===== config.mk =====
export PLATFORM = sky130hd
export DESIGN_NAME = usc_shadow
export DESIGN_NICKNAME = d
export VERILOG_FILES = /design/src/hdl/usc_pkg.sv /design/src/hdl/usc_shadow.sv
export SDC_FILE = /design/constraint.sdc
export NUM_CORES = 1
export LEC_CHECK = 0
export ABC_AREA = 1
export CAP_MARGIN = 20
export CORE_MARGIN = 5
export CORE_UTILIZATION = 51
export DETAILED_ROUTE_END_ITERATION = 10
export DONT_BUFFER_PORTS = 1
export PLACE_DENSITY = 0.65
export SLEW_MARGIN = 20
export SYNTH_ARGS = -nofsm -noshare
export SYNTH_HDL_FRONTEND = slang
export SYNTH_SLANG_ARGS = --single-unit

===== constraint.sdc =====
create_clock -name i_clk -period 1.9 [get_ports i_clk]
set_input_delay 0.095 -clock i_clk [delete_from_list [all_inputs] [get_ports i_clk]]
set_output_delay 0.095 -clock i_clk [all_outputs]
set_load 0.02 [all_outputs]

===== src/hdl/usc_pkg.sv =====
// ====================================================================
// shadow control slice: shared constants
package usc_pkg;
  // register byte addresses
  localparam logic [31:0] ADDR_LINE_CTRL = 32'h5000100c;
  localparam logic [31:0] ADDR_MODEM_CTRL = 32'h50001010;
  localparam logic [31:0] ADDR_FIFO_CTRL = 32'h50001008;
  localparam logic [31:0] ADDR_BRK_SHADOW = 32'h50001090;
  localparam logic [31:0] ADDR_DMAM_SHADOW = 32'h50001094;
  localparam logic [31:0] ADDR_FEN_SHADOW = 32'h50001098;
  localparam logic [31:0] ADDR_RTRIG_SHADOW = 32'h5000109c;
  localparam logic [31:0] ADDR_IRQ_STATUS = 32'h500010e0;
  localparam logic [31:0] ADDR_IRQ_MASK = 32'h500010e4;
  // field positions
  localparam int LCR_BRK_BIT = 6;
  localparam int MCR_LOOP_BIT = 4;
  localparam int MCR_IR_BIT = 6;
  localparam int FCR_FEN_BIT = 0;
  localparam int FCR_RXRST_BIT = 1;
  localparam int FCR_TXRST_BIT = 2;
  localparam int FCR_DMAM_BIT = 3;
  localparam int FCR_RTRIG_LSB = 6;
  // interrupt status bits
  localparam int EV_RX_AVAIL = 0;
  localparam int EV_FIFO_RST = 1;
  localparam int EV_BRK_START = 2;
  localparam int EV_W = 3;
  // reset values
  localparam logic [7:0] LCR_RST = 8'h00;
  localparam logic [7:0] MCR_RST = 8'h00;
  localparam logic [1:0] RTRIG_RST = 2'h0;
  localparam logic [EV_W-1:0] MASK_RST = 3'h0;
  // fifo geometry
  localparam int FIFO_DEPTH = 16;
  localparam int LVL_W = 5;
  localparam logic [LVL_W-1:0] LVL_ONE = 5'h01;
  localparam logic [LVL_W-1:0] LVL_QUARTER = 5'h04;
  localparam logic [LVL_W-1:0] LVL_HALF = 5'h08;
  localparam logic [LVL_W-1:0] LVL_TWO_LESS = 5'h0e;
  localparam logic [LVL_W-1:0] LVL_FULL = 5'h10;
  // infrared break pulse timing
  localparam int SIR_HALF_NS = 1000;
  localparam int CLK_PERIOD_NS = 4;
  localparam int SIR_HALF_CYC = SIR_HALF_NS / CLK_PERIOD_NS;
  localparam int SIR_CNT_W = 8;
  // trigger codes
  typedef enum logic [1:0] {
    USC_TRIG_ONE = 2'b00,
    USC_TRIG_QUARTER = 2'b01,
    USC_TRIG_HALF = 2'b10,
    USC_TRIG_TWO_LESS = 2'b11
  } usc_trig_t;
endpackage


===== src/hdl/usc_shadow.sv =====
// Notes on behaviour
// - break shadow and line control bit six are one shared state
// - break set drives the serial output to the spacing level, zero
// - outside loopback the output stays low until break is cleared
// - infrared mode with break set pulses the infrared output
// - in loopback the break goes to the receiver input, not the pin
// - dma mode shadow aliases fifo control bit three, mode 0 or 1
// - fifo enable shadow aliases bit zero, both fifos together
// - fifo enable falling resets control of both fifos
// - receive trigger shadow aliases bits seven:six, sets ready level
// - dma mode one asserts receive request at the trigger level
// - loopback means modem control bit four is one
//
// The APB interface to the registers is this design's own decision.
`timescale 1ns/1ps
module usc_shadow (
  input wire logic i_clk,
  input wire logic i_srst,
  input wire logic i_psel,
  input wire logic i_penable,
  input wire logic i_pwrite,
  input wire logic [31:0] i_paddr,
  input wire logic [31:0] i_pwdata,
  output logic [31:0] o_prdata,
  output logic o_pready,
  output logic o_pslverr,
  input wire logic i_tx_serial,
  input wire logic i_tx_sir_n,
  input wire logic [4:0] i_rx_level,
  input wire logic [4:0] i_tx_level,
  output logic o_sout,
  output logic o_sir_out_n,
  output logic o_loop_rx,
  output logic o_fifo_en,
  output logic o_tx_ctl_rst,
  output logic o_rx_ctl_rst,
  output logic o_rx_avail,
  output logic o_dma_tx_req_n,
  output logic o_dma_rx_req_n,
  output logic o_irq
);
  // ==================================================================
  // state
  logic [7:0] lcr_r, lcr_nxt;
  logic [7:0] mcr_r, mcr_nxt;
  logic brk_r, brk_nxt;
  logic dmam_r, dmam_nxt;
  logic fen_r, fen_nxt;
  logic [1:0] rtrig_r, rtrig_nxt;
  logic [2:0] mask_r, mask_nxt;
  logic [2:0] stat_r, stat_nxt;
  logic [31:0] prdata_r, prdata_nxt;
  logic txrst_r, txrst_nxt;
  logic rxrst_r, rxrst_nxt;
  logic sout_r, sout_nxt;
  logic loop_rx_r, loop_rx_nxt;
  logic sir_r, sir_nxt;
  logic [7:0] sir_cnt_r, sir_cnt_nxt;
  logic rda_r, rda_nxt;
  logic drx_r, drx_nxt;
  logic dtx_r, dtx_nxt;
  logic wr_en, rd_setup, mapped, loop_on, ir_on, ir_brk;
  logic [4:0] thr;
  logic [2:0] ev;

  // ==================================================================
  // bus decode
  always_comb begin
    unique case (i_paddr)
      usc_pkg::ADDR_LINE_CTRL, usc_pkg::ADDR_MODEM_CTRL,
      usc_pkg::ADDR_FIFO_CTRL, usc_pkg::ADDR_BRK_SHADOW,
      usc_pkg::ADDR_DMAM_SHADOW, usc_pkg::ADDR_FEN_SHADOW,
      usc_pkg::ADDR_RTRIG_SHADOW, usc_pkg::ADDR_IRQ_STATUS,
      usc_pkg::ADDR_IRQ_MASK: mapped = 1'b1;
      default: mapped = 1'b0;
    endcase
  end

  assign wr_en = i_psel & i_penable & i_pwrite & mapped;
  assign rd_setup = i_psel & ~i_penable & ~i_pwrite;
  // read data is latched in setup, so every access has no wait state
  assign o_pready = i_psel & i_penable;
  assign o_pslverr = i_psel & i_penable & ~mapped;
  assign o_prdata = prdata_r;

  assign loop_on = mcr_r[usc_pkg::MCR_LOOP_BIT];
  assign ir_on = mcr_r[usc_pkg::MCR_IR_BIT];
  assign ir_brk = ir_on & brk_r & ~loop_on;

  // ==================================================================
  // receive trigger level
  always_comb begin
    if (!fen_r) begin
      thr = usc_pkg::LVL_ONE;
    end else begin
      unique case (usc_pkg::usc_trig_t'(rtrig_r))
        usc_pkg::USC_TRIG_ONE: thr = usc_pkg::LVL_ONE;
        usc_pkg::USC_TRIG_QUARTER: thr = usc_pkg::LVL_QUARTER;
        usc_pkg::USC_TRIG_HALF: thr = usc_pkg::LVL_HALF;
        usc_pkg::USC_TRIG_TWO_LESS: thr = usc_pkg::LVL_TWO_LESS;
      endcase
    end
  end

  // ==================================================================
  // register writes and control next state
  always_comb begin
    lcr_nxt = lcr_r;
    mcr_nxt = mcr_r;
    brk_nxt = brk_r;
    dmam_nxt = dmam_r;
    fen_nxt = fen_r;
    rtrig_nxt = rtrig_r;
    mask_nxt = mask_r;
    txrst_nxt = 1'b0;
    rxrst_nxt = 1'b0;
    if (wr_en) begin
      unique case (i_paddr)
        usc_pkg::ADDR_LINE_CTRL: begin
          lcr_nxt = i_pwdata[7:0];
          brk_nxt = i_pwdata[usc_pkg::LCR_BRK_BIT];
        end
        usc_pkg::ADDR_MODEM_CTRL: mcr_nxt = i_pwdata[7:0];
        usc_pkg::ADDR_FIFO_CTRL: begin
          fen_nxt = i_pwdata[usc_pkg::FCR_FEN_BIT];
          dmam_nxt = i_pwdata[usc_pkg::FCR_DMAM_BIT];
          rtrig_nxt = i_pwdata[usc_pkg::FCR_RTRIG_LSB +: 2];
          rxrst_nxt = i_pwdata[usc_pkg::FCR_RXRST_BIT];
          txrst_nxt = i_pwdata[usc_pkg::FCR_TXRST_BIT];
        end
        usc_pkg::ADDR_BRK_SHADOW: brk_nxt = i_pwdata[0];
        usc_pkg::ADDR_DMAM_SHADOW: dmam_nxt = i_pwdata[0];
        usc_pkg::ADDR_FEN_SHADOW: fen_nxt = i_pwdata[0];
        usc_pkg::ADDR_RTRIG_SHADOW: rtrig_nxt = i_pwdata[1:0];
        usc_pkg::ADDR_IRQ_MASK: mask_nxt = i_pwdata[2:0];
        default: ;
      endcase
    end
    // disabling the fifos clears both control portions
    if (fen_r && !fen_nxt) begin
      txrst_nxt = 1'b1;
      rxrst_nxt = 1'b1;
    end
  end

  // ==================================================================
  // read data, latched in the setup cycle
  always_comb begin
    prdata_nxt = prdata_r;
    if (rd_setup) begin
      prdata_nxt = 32'h00000000;
      unique case (i_paddr)
        usc_pkg::ADDR_LINE_CTRL: begin
          prdata_nxt[7:0] = lcr_r;
          prdata_nxt[usc_pkg::LCR_BRK_BIT] = brk_r;
        end
        usc_pkg::ADDR_MODEM_CTRL: prdata_nxt[7:0] = mcr_r;
        usc_pkg::ADDR_FIFO_CTRL: begin
          prdata_nxt[usc_pkg::FCR_FEN_BIT] = fen_r;
          prdata_nxt[usc_pkg::FCR_DMAM_BIT] = dmam_r;
          prdata_nxt[usc_pkg::FCR_RTRIG_LSB +: 2] = rtrig_r;
        end
        usc_pkg::ADDR_BRK_SHADOW: prdata_nxt[0] = brk_r;
        usc_pkg::ADDR_DMAM_SHADOW: prdata_nxt[0] = dmam_r;
        usc_pkg::ADDR_FEN_SHADOW: prdata_nxt[0] = fen_r;
        usc_pkg::ADDR_RTRIG_SHADOW: prdata_nxt[1:0] = rtrig_r;
        usc_pkg::ADDR_IRQ_STATUS: prdata_nxt[2:0] = stat_r;
        usc_pkg::ADDR_IRQ_MASK: prdata_nxt[2:0] = mask_r;
        default: ;
      endcase
    end
  end

  // ==================================================================
  // serial line, loopback and infrared break
  // infrared break period is a fixed constant; software cannot tune it
  always_comb begin
    sir_cnt_nxt = 8'h00;
    sir_nxt = 1'b1;
    if (ir_brk) begin
      sir_nxt = sir_r;
      sir_cnt_nxt = sir_cnt_r + 8'h01;
      if (sir_cnt_r == 8'(usc_pkg::SIR_HALF_CYC - 1)) begin
        sir_cnt_nxt = 8'h00;
        sir_nxt = ~sir_r;
      end
    end else if (ir_on && !loop_on) begin
      sir_nxt = i_tx_sir_n;
    end
    if (loop_on) begin
      sout_nxt = 1'b1;
      loop_rx_nxt = i_tx_serial & ~brk_r;
    end else begin
      sout_nxt = i_tx_serial & ~brk_r;
      loop_rx_nxt = 1'b1;
    end
  end

  // ==================================================================
  // data ready, dma requests and interrupts
  always_comb begin
    rda_nxt = (i_rx_level >= thr);
    if (dmam_r) begin
      // mode 1 keeps asking until the fifo drains
      drx_nxt = (i_rx_level >= thr) | (drx_r & (i_rx_level != 5'h00));
      // transmit side asks for as long as there is room left
      dtx_nxt = (i_tx_level < usc_pkg::LVL_FULL);
    end else begin
      drx_nxt = (i_rx_level != 5'h00);
      dtx_nxt = (i_tx_level == 5'h00);
    end
    if (txrst_r || rxrst_r) begin
      drx_nxt = 1'b0;
    end
    ev = 3'h0;
    ev[usc_pkg::EV_RX_AVAIL] = rda_nxt & ~rda_r;
    ev[usc_pkg::EV_FIFO_RST] = txrst_nxt | rxrst_nxt;
    ev[usc_pkg::EV_BRK_START] = brk_nxt & ~brk_r;
    stat_nxt = stat_r;
    if (wr_en && i_paddr == usc_pkg::ADDR_IRQ_STATUS) begin
      stat_nxt = stat_r & ~i_pwdata[2:0];
    end
    // a new event wins over a clear in the same cycle
    stat_nxt = stat_nxt | ev;
  end

  assign o_irq = |(stat_r & mask_r);
  assign o_sout = sout_r;
  assign o_sir_out_n = sir_r;
  assign o_loop_rx = loop_rx_r;
  assign o_fifo_en = fen_r;
  assign o_tx_ctl_rst = txrst_r;
  assign o_rx_ctl_rst = rxrst_r;
  assign o_rx_avail = rda_r;
  assign o_dma_rx_req_n = ~drx_r;
  assign o_dma_tx_req_n = ~dtx_r;

  // ==================================================================
  // registers
  always_ff @(posedge i_clk) begin
    if (i_srst) begin
      lcr_r <= usc_pkg::LCR_RST;
      mcr_r <= usc_pkg::MCR_RST;
      brk_r <= 1'b0;
      dmam_r <= 1'b0;
      fen_r <= 1'b0;
      rtrig_r <= usc_pkg::RTRIG_RST;
      mask_r <= usc_pkg::MASK_RST;
      stat_r <= 3'h0;
      prdata_r <= 32'h00000000;
      txrst_r <= 1'b0;
      rxrst_r <= 1'b0;
      sout_r <= 1'b1;
      loop_rx_r <= 1'b1;
      sir_r <= 1'b1;
      sir_cnt_r <= 8'h00;
      rda_r <= 1'b0;
      drx_r <= 1'b0;
      dtx_r <= 1'b0;
    end else begin
      lcr_r <= lcr_nxt;
      mcr_r <= mcr_nxt;
      brk_r <= brk_nxt;
      dmam_r <= dmam_nxt;
      fen_r <= fen_nxt;
      rtrig_r <= rtrig_nxt;
      mask_r <= mask_nxt;
      stat_r <= stat_nxt;
      prdata_r <= prdata_nxt;
      txrst_r <= txrst_nxt;
      rxrst_r <= rxrst_nxt;
      sout_r <= sout_nxt;
      loop_rx_r <= loop_rx_nxt;
      sir_r <= sir_nxt;
      sir_cnt_r <= sir_cnt_nxt;
      rda_r <= rda_nxt;
      drx_r <= drx_nxt;
      dtx_r <= dtx_nxt;
    end
  end

  // ==================================================================
  // checks
  brk_alias_a: assert property (
    @(posedge i_clk) disable iff (i_srst)
    wr_en && i_paddr == usc_pkg::ADDR_LINE_CTRL |=>
      brk_r == $past(i_pwdata[usc_pkg::LCR_BRK_BIT]))
    else $error("line control write missed break shadow");

  brk_low_a: assert property (
    @(posedge i_clk) disable iff (i_srst)
    brk_r && !loop_on && !$past(loop_on) |=> !o_sout)
    else $error("serial output not low during break");

  brk_hold_a: assert property (
    @(posedge i_clk) disable iff (i_srst)
    brk_r && !loop_on ##1 brk_r && !loop_on |-> !o_sout)
    else $error("serial output released while break set");

  sir_pulse_a: assert property (
    @(posedge i_clk) disable iff (i_srst)
    ir_brk && $rose(o_sir_out_n) |->
      ##[1:300] (!o_sir_out_n || !ir_brk))
    else $error("infrared output not pulsing in break");

  loop_brk_a: assert property (
    @(posedge i_clk) disable iff (i_srst)
    loop_on && brk_r |=> o_sout && !o_loop_rx)
    else $error("break not looped back internally");

  dma_mode0_a: assert property (
    @(posedge i_clk) disable iff (i_srst)
    !dmam_r && i_tx_level == 5'h00 |=> !o_dma_tx_req_n)
    else $error("mode 0 transmit request missing");

  fen_alias_a: assert property (
    @(posedge i_clk) disable iff (i_srst)
    wr_en && i_paddr == usc_pkg::ADDR_FEN_SHADOW |=>
      o_fifo_en == $past(i_pwdata[0]))
    else $error("fifo enable shadow not applied");

  fifo_rst_a: assert property (
    @(posedge i_clk) disable iff (i_srst)
    $fell(fen_r) |-> o_tx_ctl_rst && o_rx_ctl_rst)
    else $error("fifo disable did not reset control");

  rx_trig_a: assert property (
    @(posedge i_clk) disable iff (i_srst)
    fen_r && rtrig_r == 2'b01 && i_rx_level == 5'h04 |=> o_rx_avail)
    else $error("quarter trigger did not raise data ready");

  dma_mode1_a: assert property (
    @(posedge i_clk) disable iff (i_srst)
    dmam_r && fen_r && rtrig_r == 2'b10 && i_rx_level == 5'h07
      && !drx_r && !txrst_r && !rxrst_r |=> o_dma_rx_req_n)
    else $error("mode 1 receive request below trigger");

  loop_def_a: assert property (
    @(posedge i_clk) disable iff (i_srst)
    !mcr_r[usc_pkg::MCR_LOOP_BIT] |=> o_loop_rx)
    else $error("loopback active without modem bit four");
endmodule // usc_shadow


==> results of run 1 <==
[layout by cell type, fill, tap and decap left out, types with 6 or more instances in the layout]
master / n
a21oi_1: 35
o21ai_0: 18
inv_2: 10
nand2_1: 135
conb_1: 24
inv_1: 69
dlygate4sd3_1: 10
nand4_1: 17
nor2_1: 60
buf_4: 8
dfxtp_1: 50
nand3_1: 23
ha_1: 6
[power by group]
part           leakage [nW]  total, W  internal (W)  switching, W
clock network        0.0514  0.000734      0.000393      0.000341
logic                  1.07  0.000184     0.0000540      0.000130
registers             0.405   0.00108       0.00106     0.0000171
[cell usage after synthesis]
master and instances:
a211oi_1 1, clkbuf_1 6, dfxtp_1 50, nor2_8 2, buf_6 1, buf_4 24
nand2_2 4, nor2_4 4, nand2_1 135, nor4_1 1, nor2_1 60, nand4_1 17
nor3_2 1, ha_1 6, inv_2 10, xor2_1 1, a31oi_1 1, nor2_2 4
or2_2 2, a221oi_1 2, nand2_8 2, conb_1 1, nand3_2 2, a2111oi_0 1
nand3_1 23, a21boi_1 1, nand3b_1 2, inv_1 69, o221ai_1 1, a21oi_1 35
xnor2_1 1, nor3_1 5, o21ai_0 18, o211ai_1 3, o22ai_1 4
[metal layers]
layer,vias to the layer above,share of wire (%)
met5,-,0
met4,0,0.41
met3,5,8.0
met2,89,46
met1,1371,45
li1,1577,-
[stage by stage]
stage,util (%),total power [W],hold slack [ns],setup slack (ns),std cells
after floorplan,-,0.00127,0.167,0.0641,523
after detailed placement,53.8,0.00124,0.170,0.0171,575
after global placement,53.8,0.00124,0.169,0.0491,575
after global routing,57.6,0.00208,0.0490,0.0251,594
after CTS,57.6,0.00201,0.0233,0.247,594
final,57.6,0.00199,0.0412,0.227,594
[final timing paths]
check,from,to,slack (ns),cells past startpoint
worst max register to register,rtrig_r[0],drx_r,0.23,10
worst max-delay path,rtrig_r[0],drx_r,0.23,10
worst min register to register,mask_r[1],mask_r[1],0.47,2
worst min-delay path,i_srst,o_sir_out_n,0.04,4
[kinds of logic after synthesis]
kind of cell	count (synthesis)
AOI/OAI and AO/OA	67
xor gates and xnor gates	2
adders and majority gates	6
buffers and inverters	110
DFF	50
other	1
and+or+nand+nor	264
[worst reg2reg max path, delay by kind of cell (launching register included)]
kind	cells	cell delay, ns
and+or+nand+nor	6	0.31
DFF	1	0.42
AOI/OAI and AO/OA	3	0.55
adders and majority gates	1	0.28
[area by class of cell]
| type | instances | area [sq um] | share of cell area (%) |
|---|---|---|---|
| timing repair buffer | 19 | 180 | 5.22 |
| tap | 75 | 93.8 | 2.72 |
| multi-input combinational | 363 | 1770 | 51.3 |
| sequential | 50 | 1000 | 29.0 |
| clock inverter | 2 | 37.5 | 1.09 |
| clock buffer | 6 | 72.6 | 2.10 |
| inverter | 79 | 297 | 8.59 |
[state kept, by name, indices dropped and copies added, names as in the netlist]
name and flops:
sir_cnt_r 8, o_sir_out_n 1, o_prdata 8, dmam_r 1, o_loop_rx 1, o_tx_ctl_rst 1, brk_r 1, rtrig_r 2
o_fifo_en 1, o_sout 1, drx_r 1, lcr_r 7, dtx_r 1, o_rx_ctl_rst 1, mcr_r 8, stat_r 3
mask_r 3, o_rx_avail 1
==> run metrics, run 1 <==
GRT Total Usage 19.8%; GRT Max-Usage Layer met2; input/output buffers 0; area delta synth->final 8.03%; Syn Inst Count 500; largest family of logic cells by synthesized area simple AND/OR/NAND/NOR gates; mapped cell area 3190 sq um; Top cell by count, worst path nand2_1; multiplexer area fraction after synthesis 0%; Pre-Repair DR Iteration Count 4; crit-path max cell delay 0.42 ns; ratio of cells with drive above 1 in the final layout 9.06%; # setup viols final 0; final period utilization 88.1%; 1st-iter DRT viols 197; status finished, final reports clean; final WL 7850 um; Antenna Nets Post-Route 0; crit path DAT 1.84 ns; adder-cell share of the synthesized area 2.35%; LEAKAGE 1.52 nW; Vias 3042; Die X 89.1 um; Synth cell types 35; Num Clock Sinks 50; post-DR wirelength/cell 13.2 um; Rows 28; syn_area_per_cell 6.39 sq um; worst path buffer plus inverter count 0; NumNets Final 605; final max-slew violation count 0; minimum clock period 1.67 ns; post-synthesis register bit count 50; # H-tree levels 2; die area 7950 sq um; DPL Wire Length 6090 um; cts repair resizes 0; cell chain of the critical path o21ai_0 -> ha_1 -> o21ai_0 -> nand2_1 -> nand2_1 -> nand2_1 -> nand2_1 -> nand2_1 -> nand2_1 -> a2111oi_0; Initial Utilization 53.3%; complex-gate fraction of the synthesized area 11.6%; fmax 0.598 GHz; Seq/Total Area, Yosys 31.3%; gp weighted congestion 0.903; final-report hold violation count 0; Clock Tree Buf Depth 2; Ant. Diodes 0; vias in the first global route 2700; Slew @ Worst Pin 0.550 ns; setup_tns 0 ns; first-pass GRT wire length 12500 um; cell at the slowest stage of the critical path dfxtp_1; Synth Area in XOR/XNOR 0.548%; pin count of the biggest net entering global routing 35; CP top delay family compound AO/OA/AOI/OAI gates; dominant cell type by area after synthesis dfxtp_1; Max-Cap Viols 0; Core Area 5990 sq um; Power Dens Cells 578 nW/um^2; Post-Layout Inst Area 3450 sq um; IO Pins 125; met2 usage 32.8%; vias per cell 5.12; met3 usage 4.06%; post-CTS setup buffer count 0; VDD IR-drop max 615 uV; global route overflow 0; DRC violations left 0; Die Y 89.1 um; synth top area cells dfxtp_1, nand2_1, inv_1; root buf cell clkbuf_8; maximum fanout along the worst path 5; post-synthesis simple-gate area fraction 38.1%; unrepaired setup endpoints after global routing false; Critical Path Start Type register; Num CTS Buffers 5; worst setup path category register to register; worst hold path class input port to register; max_slew headroom 64.0%; CTS tree done; Crit path required time 2.07 ns; Placed Area 3220 sq um; CP Capture Type register; Synth Warn # 0; top cell type's share of synthesized area 31.3%; Clock Latency Late Sink 0.29 ns; # fillers 598; hold buffers post-CTS 11; Worst-path clk slew 0.09 ns; initial antenna violation count 0; grt met1 use 27.5%; Worst Skew 0.00737 ns
No activity file was read; power rests on OpenSTA's default activity.
==> run 2: changes to the inputs <==
==> constraint.sdc (replaced) <==
create_clock -name i_clk -period 2.1 [get_ports i_clk]
set_input_delay 0.105 -clock i_clk [delete_from_list [all_inputs] [get_ports i_clk]]
set_output_delay 0.105 -clock i_clk [all_outputs]
set_load 0.02 [all_outputs]
==> run metrics, run 2 (synthesis results as in run 1) <==
status finished, final reports clean (unchanged); cell chain of the critical path inv_1 -> nand2_1 -> nor2_1 -> nand2_1 -> nor2_2 -> buf_4 -> nand2_2 -> nand2_1 -> nor2_4 -> nand2_8 -> nand2_8 -> nor2_8 -> inv_2 -> nand2_1 -> a21oi_1 -> dlygate4sd3_1 (was o21ai_0 -> ha_1 -> o21ai_0 -> nand2_1 -> nand2_1 -> nand2_1 -> nand2_1 -> nand2_1 -> nand2_1 -> a2111oi_0); GRT Total Usage 20.5% (was 19.8%); Worst Skew 0.00998 ns (was 0.00737 ns); Power Dens Cells 526 nW/um^2 (was 578 nW/um^2); maximum fanout along the worst path 11 (was 5); Critical Path Start Type input port (was register); Num Clock Sinks 50 (unchanged); Slew @ Worst Pin 0.551 ns (was 0.550 ns); setup_tns 0 ns (unchanged); final max-slew violation count 0 (unchanged); CP top delay family simple AND/OR/NAND/NOR gates (was compound AO/OA/AOI/OAI gates); GRT Max-Usage Layer met2 (unchanged); IO Pins 125 (unchanged); worst setup path category input port to register (was register to register); NumNets Final 605 (unchanged); pin count of the biggest net entering global routing 35 (unchanged); ratio of cells with drive above 1 in the final layout 9.63% (was 9.06%); initial antenna violation count 0 (unchanged); DRC violations left 0 (unchanged); Pre-Repair DR Iteration Count 5 (was 4); worst path buffer plus inverter count 4 (was 0); crit path DAT 2.16 ns (was 1.84 ns); final period utilization 93.0%; crit-path max cell delay 0.55 ns (was 0.42 ns); input/output buffers 0 (unchanged); Num CTS Buffers 5 (unchanged); final WL 8060 um (was 7850 um); most common cell after layout, fill and taps aside nand2_1 (unchanged); vias in the first global route 2811 (was 2700); 1st-iter DRT viols 212 (was 197); root buf cell clkbuf_8 (unchanged); final-report hold violation count 0 (unchanged); Rows 28 (unchanged); Vias 3099 (was 3042); # setup viols final 0 (unchanged); Clock Tree Buf Depth 2 (unchanged); Initial Utilization 53.3% (unchanged); cell at the slowest stage of the critical path dlygate4sd3_1 (was dfxtp_1); total chip power 0.00183 W (was 0.00199 W); gp weighted congestion 0.914 (was 0.903); met3 usage 4.79% (was 4.06%); # fillers 596 (was 598); Core Area 5990 sq um (unchanged); Top cell by count, worst path nand2_1 (unchanged); area delta synth->final 8.77% (was 8.03%); grt met1 use 26.9% (was 27.5%); post-DR wirelength/cell 13.6 um (was 13.2 um); max_slew headroom 64.0% (about the same); most frequent cells in the layout nand2_1, inv_1, nor2_1 (unchanged); Worst-path clk slew 0.10 ns (was 0.09 ns); final worst slack 0.146 ns (was 0.227 ns); LEAKAGE 1.54 nW (was 1.52 nW); worst hold path class input port to register (unchanged); DPL Wire Length 6090 um (about the same); die area 7950 sq um (unchanged); minimum clock period 1.95 ns; Die X 89.1 um (unchanged); Hold WS 0.0320 ns (was 0.0412 ns); CP Capture Type register (unchanged); first-pass GRT wire length 12800 um (was 12500 um); pre-CTS setup slack 0.328 ns (was 0.0171 ns); fmax 0.512 GHz; # H-tree levels 2 (unchanged); VDD IR-drop max 458 uV (was 615 uV); Max-Cap Viols 0 (unchanged); met2 usage 34.5% (was 32.8%); Antenna Nets Post-Route 0 (unchanged); Clock Latency Late Sink 0.31 ns (was 0.29 ns); Die Y 89.1 um (unchanged); vias per cell 5.22 (was 5.12); CTS tree done (unchanged); global route overflow 0 (unchanged); Ant. Diodes 0 (unchanged); Crit path required time 2.31 ns (was 2.07 ns)
==> run 2: cell count changes in the layout (fill, tap and decap cells not counted), sizes merged <==
cell and change:
buf -1, clkbuf -1, clkinvlp +1, dlygate4sd3 +1
==> run 2: timing repair <==
action | in CTS | in global routing
resized for setup | 0 | 4
hold buffers | 12 | 0
hold endpoints to repair | 36 | 0
endpoints found under the setup margin | 0 | 1
buffers inserted | 0 | 3
==> run 2: report_power, final <==
part,internal (W),switching (W)
Sequential,0.000958,0.0000141
Combinational,0.0000489,0.000120
Clock,0.000355,0.000331
Total,0.00136,0.000465
==> run 2: final cells by class <==
| cell class | count | area [sq um] | area share [%] |
|---|---|---|---|
| multi-input cells | 363 | 1790 | 51.4 |
| flip-flops and latches | 50 | 1000 | 28.8 |
| inverters | 79 | 297 | 8.53 |
| repair buffers | 19 | 183 | 5.26 |
| well taps | 75 | 93.8 | 2.70 |
| clock buffers | 5 | 68.8 | 1.98 |
| clock inverters | 3 | 45.0 | 1.30 |
==> run 2: tightest hold or removal path, cell delays in order <==
cell and delay (ns):
nor4_1 0.02, o21ai_0 0.13, nor2_1 0.04
==> run 2: per-stage QoR <==
step | utilization, % | instance area [sq um] | instances
final | 58.0 | 3470 | 594
after global routing | 58.0 | 3470 | 594
after CTS | 57.3 | 3430 | 591
after detailed placement | 53.3 | 3190 | 571
after global placement | 53.3 | 3190 | 571
after floorplan | - | 3280 | 523
==> run 2: per-layer routing <==
metal  up-vias  part of all wire, %
li1       1571                    -
met1      1404                   44
met2       115                   46
met3         9                  8.9
met4         0                 0.69
met5         -                    0
==> run 2: final timing paths <==
check | start | to | slack (ns) | depth (start not counted)
worst min-delay path | i_tx_level[2] | dtx_r | 0.03 | 3
worst min register to register | sir_cnt_r[7] | sir_cnt_r[7] | 0.46 | 1
worst max-delay path | i_paddr[29] | mcr_r[4] | 0.15 | 16
worst max register to register | o_fifo_en | drx_r | 0.35 | 10
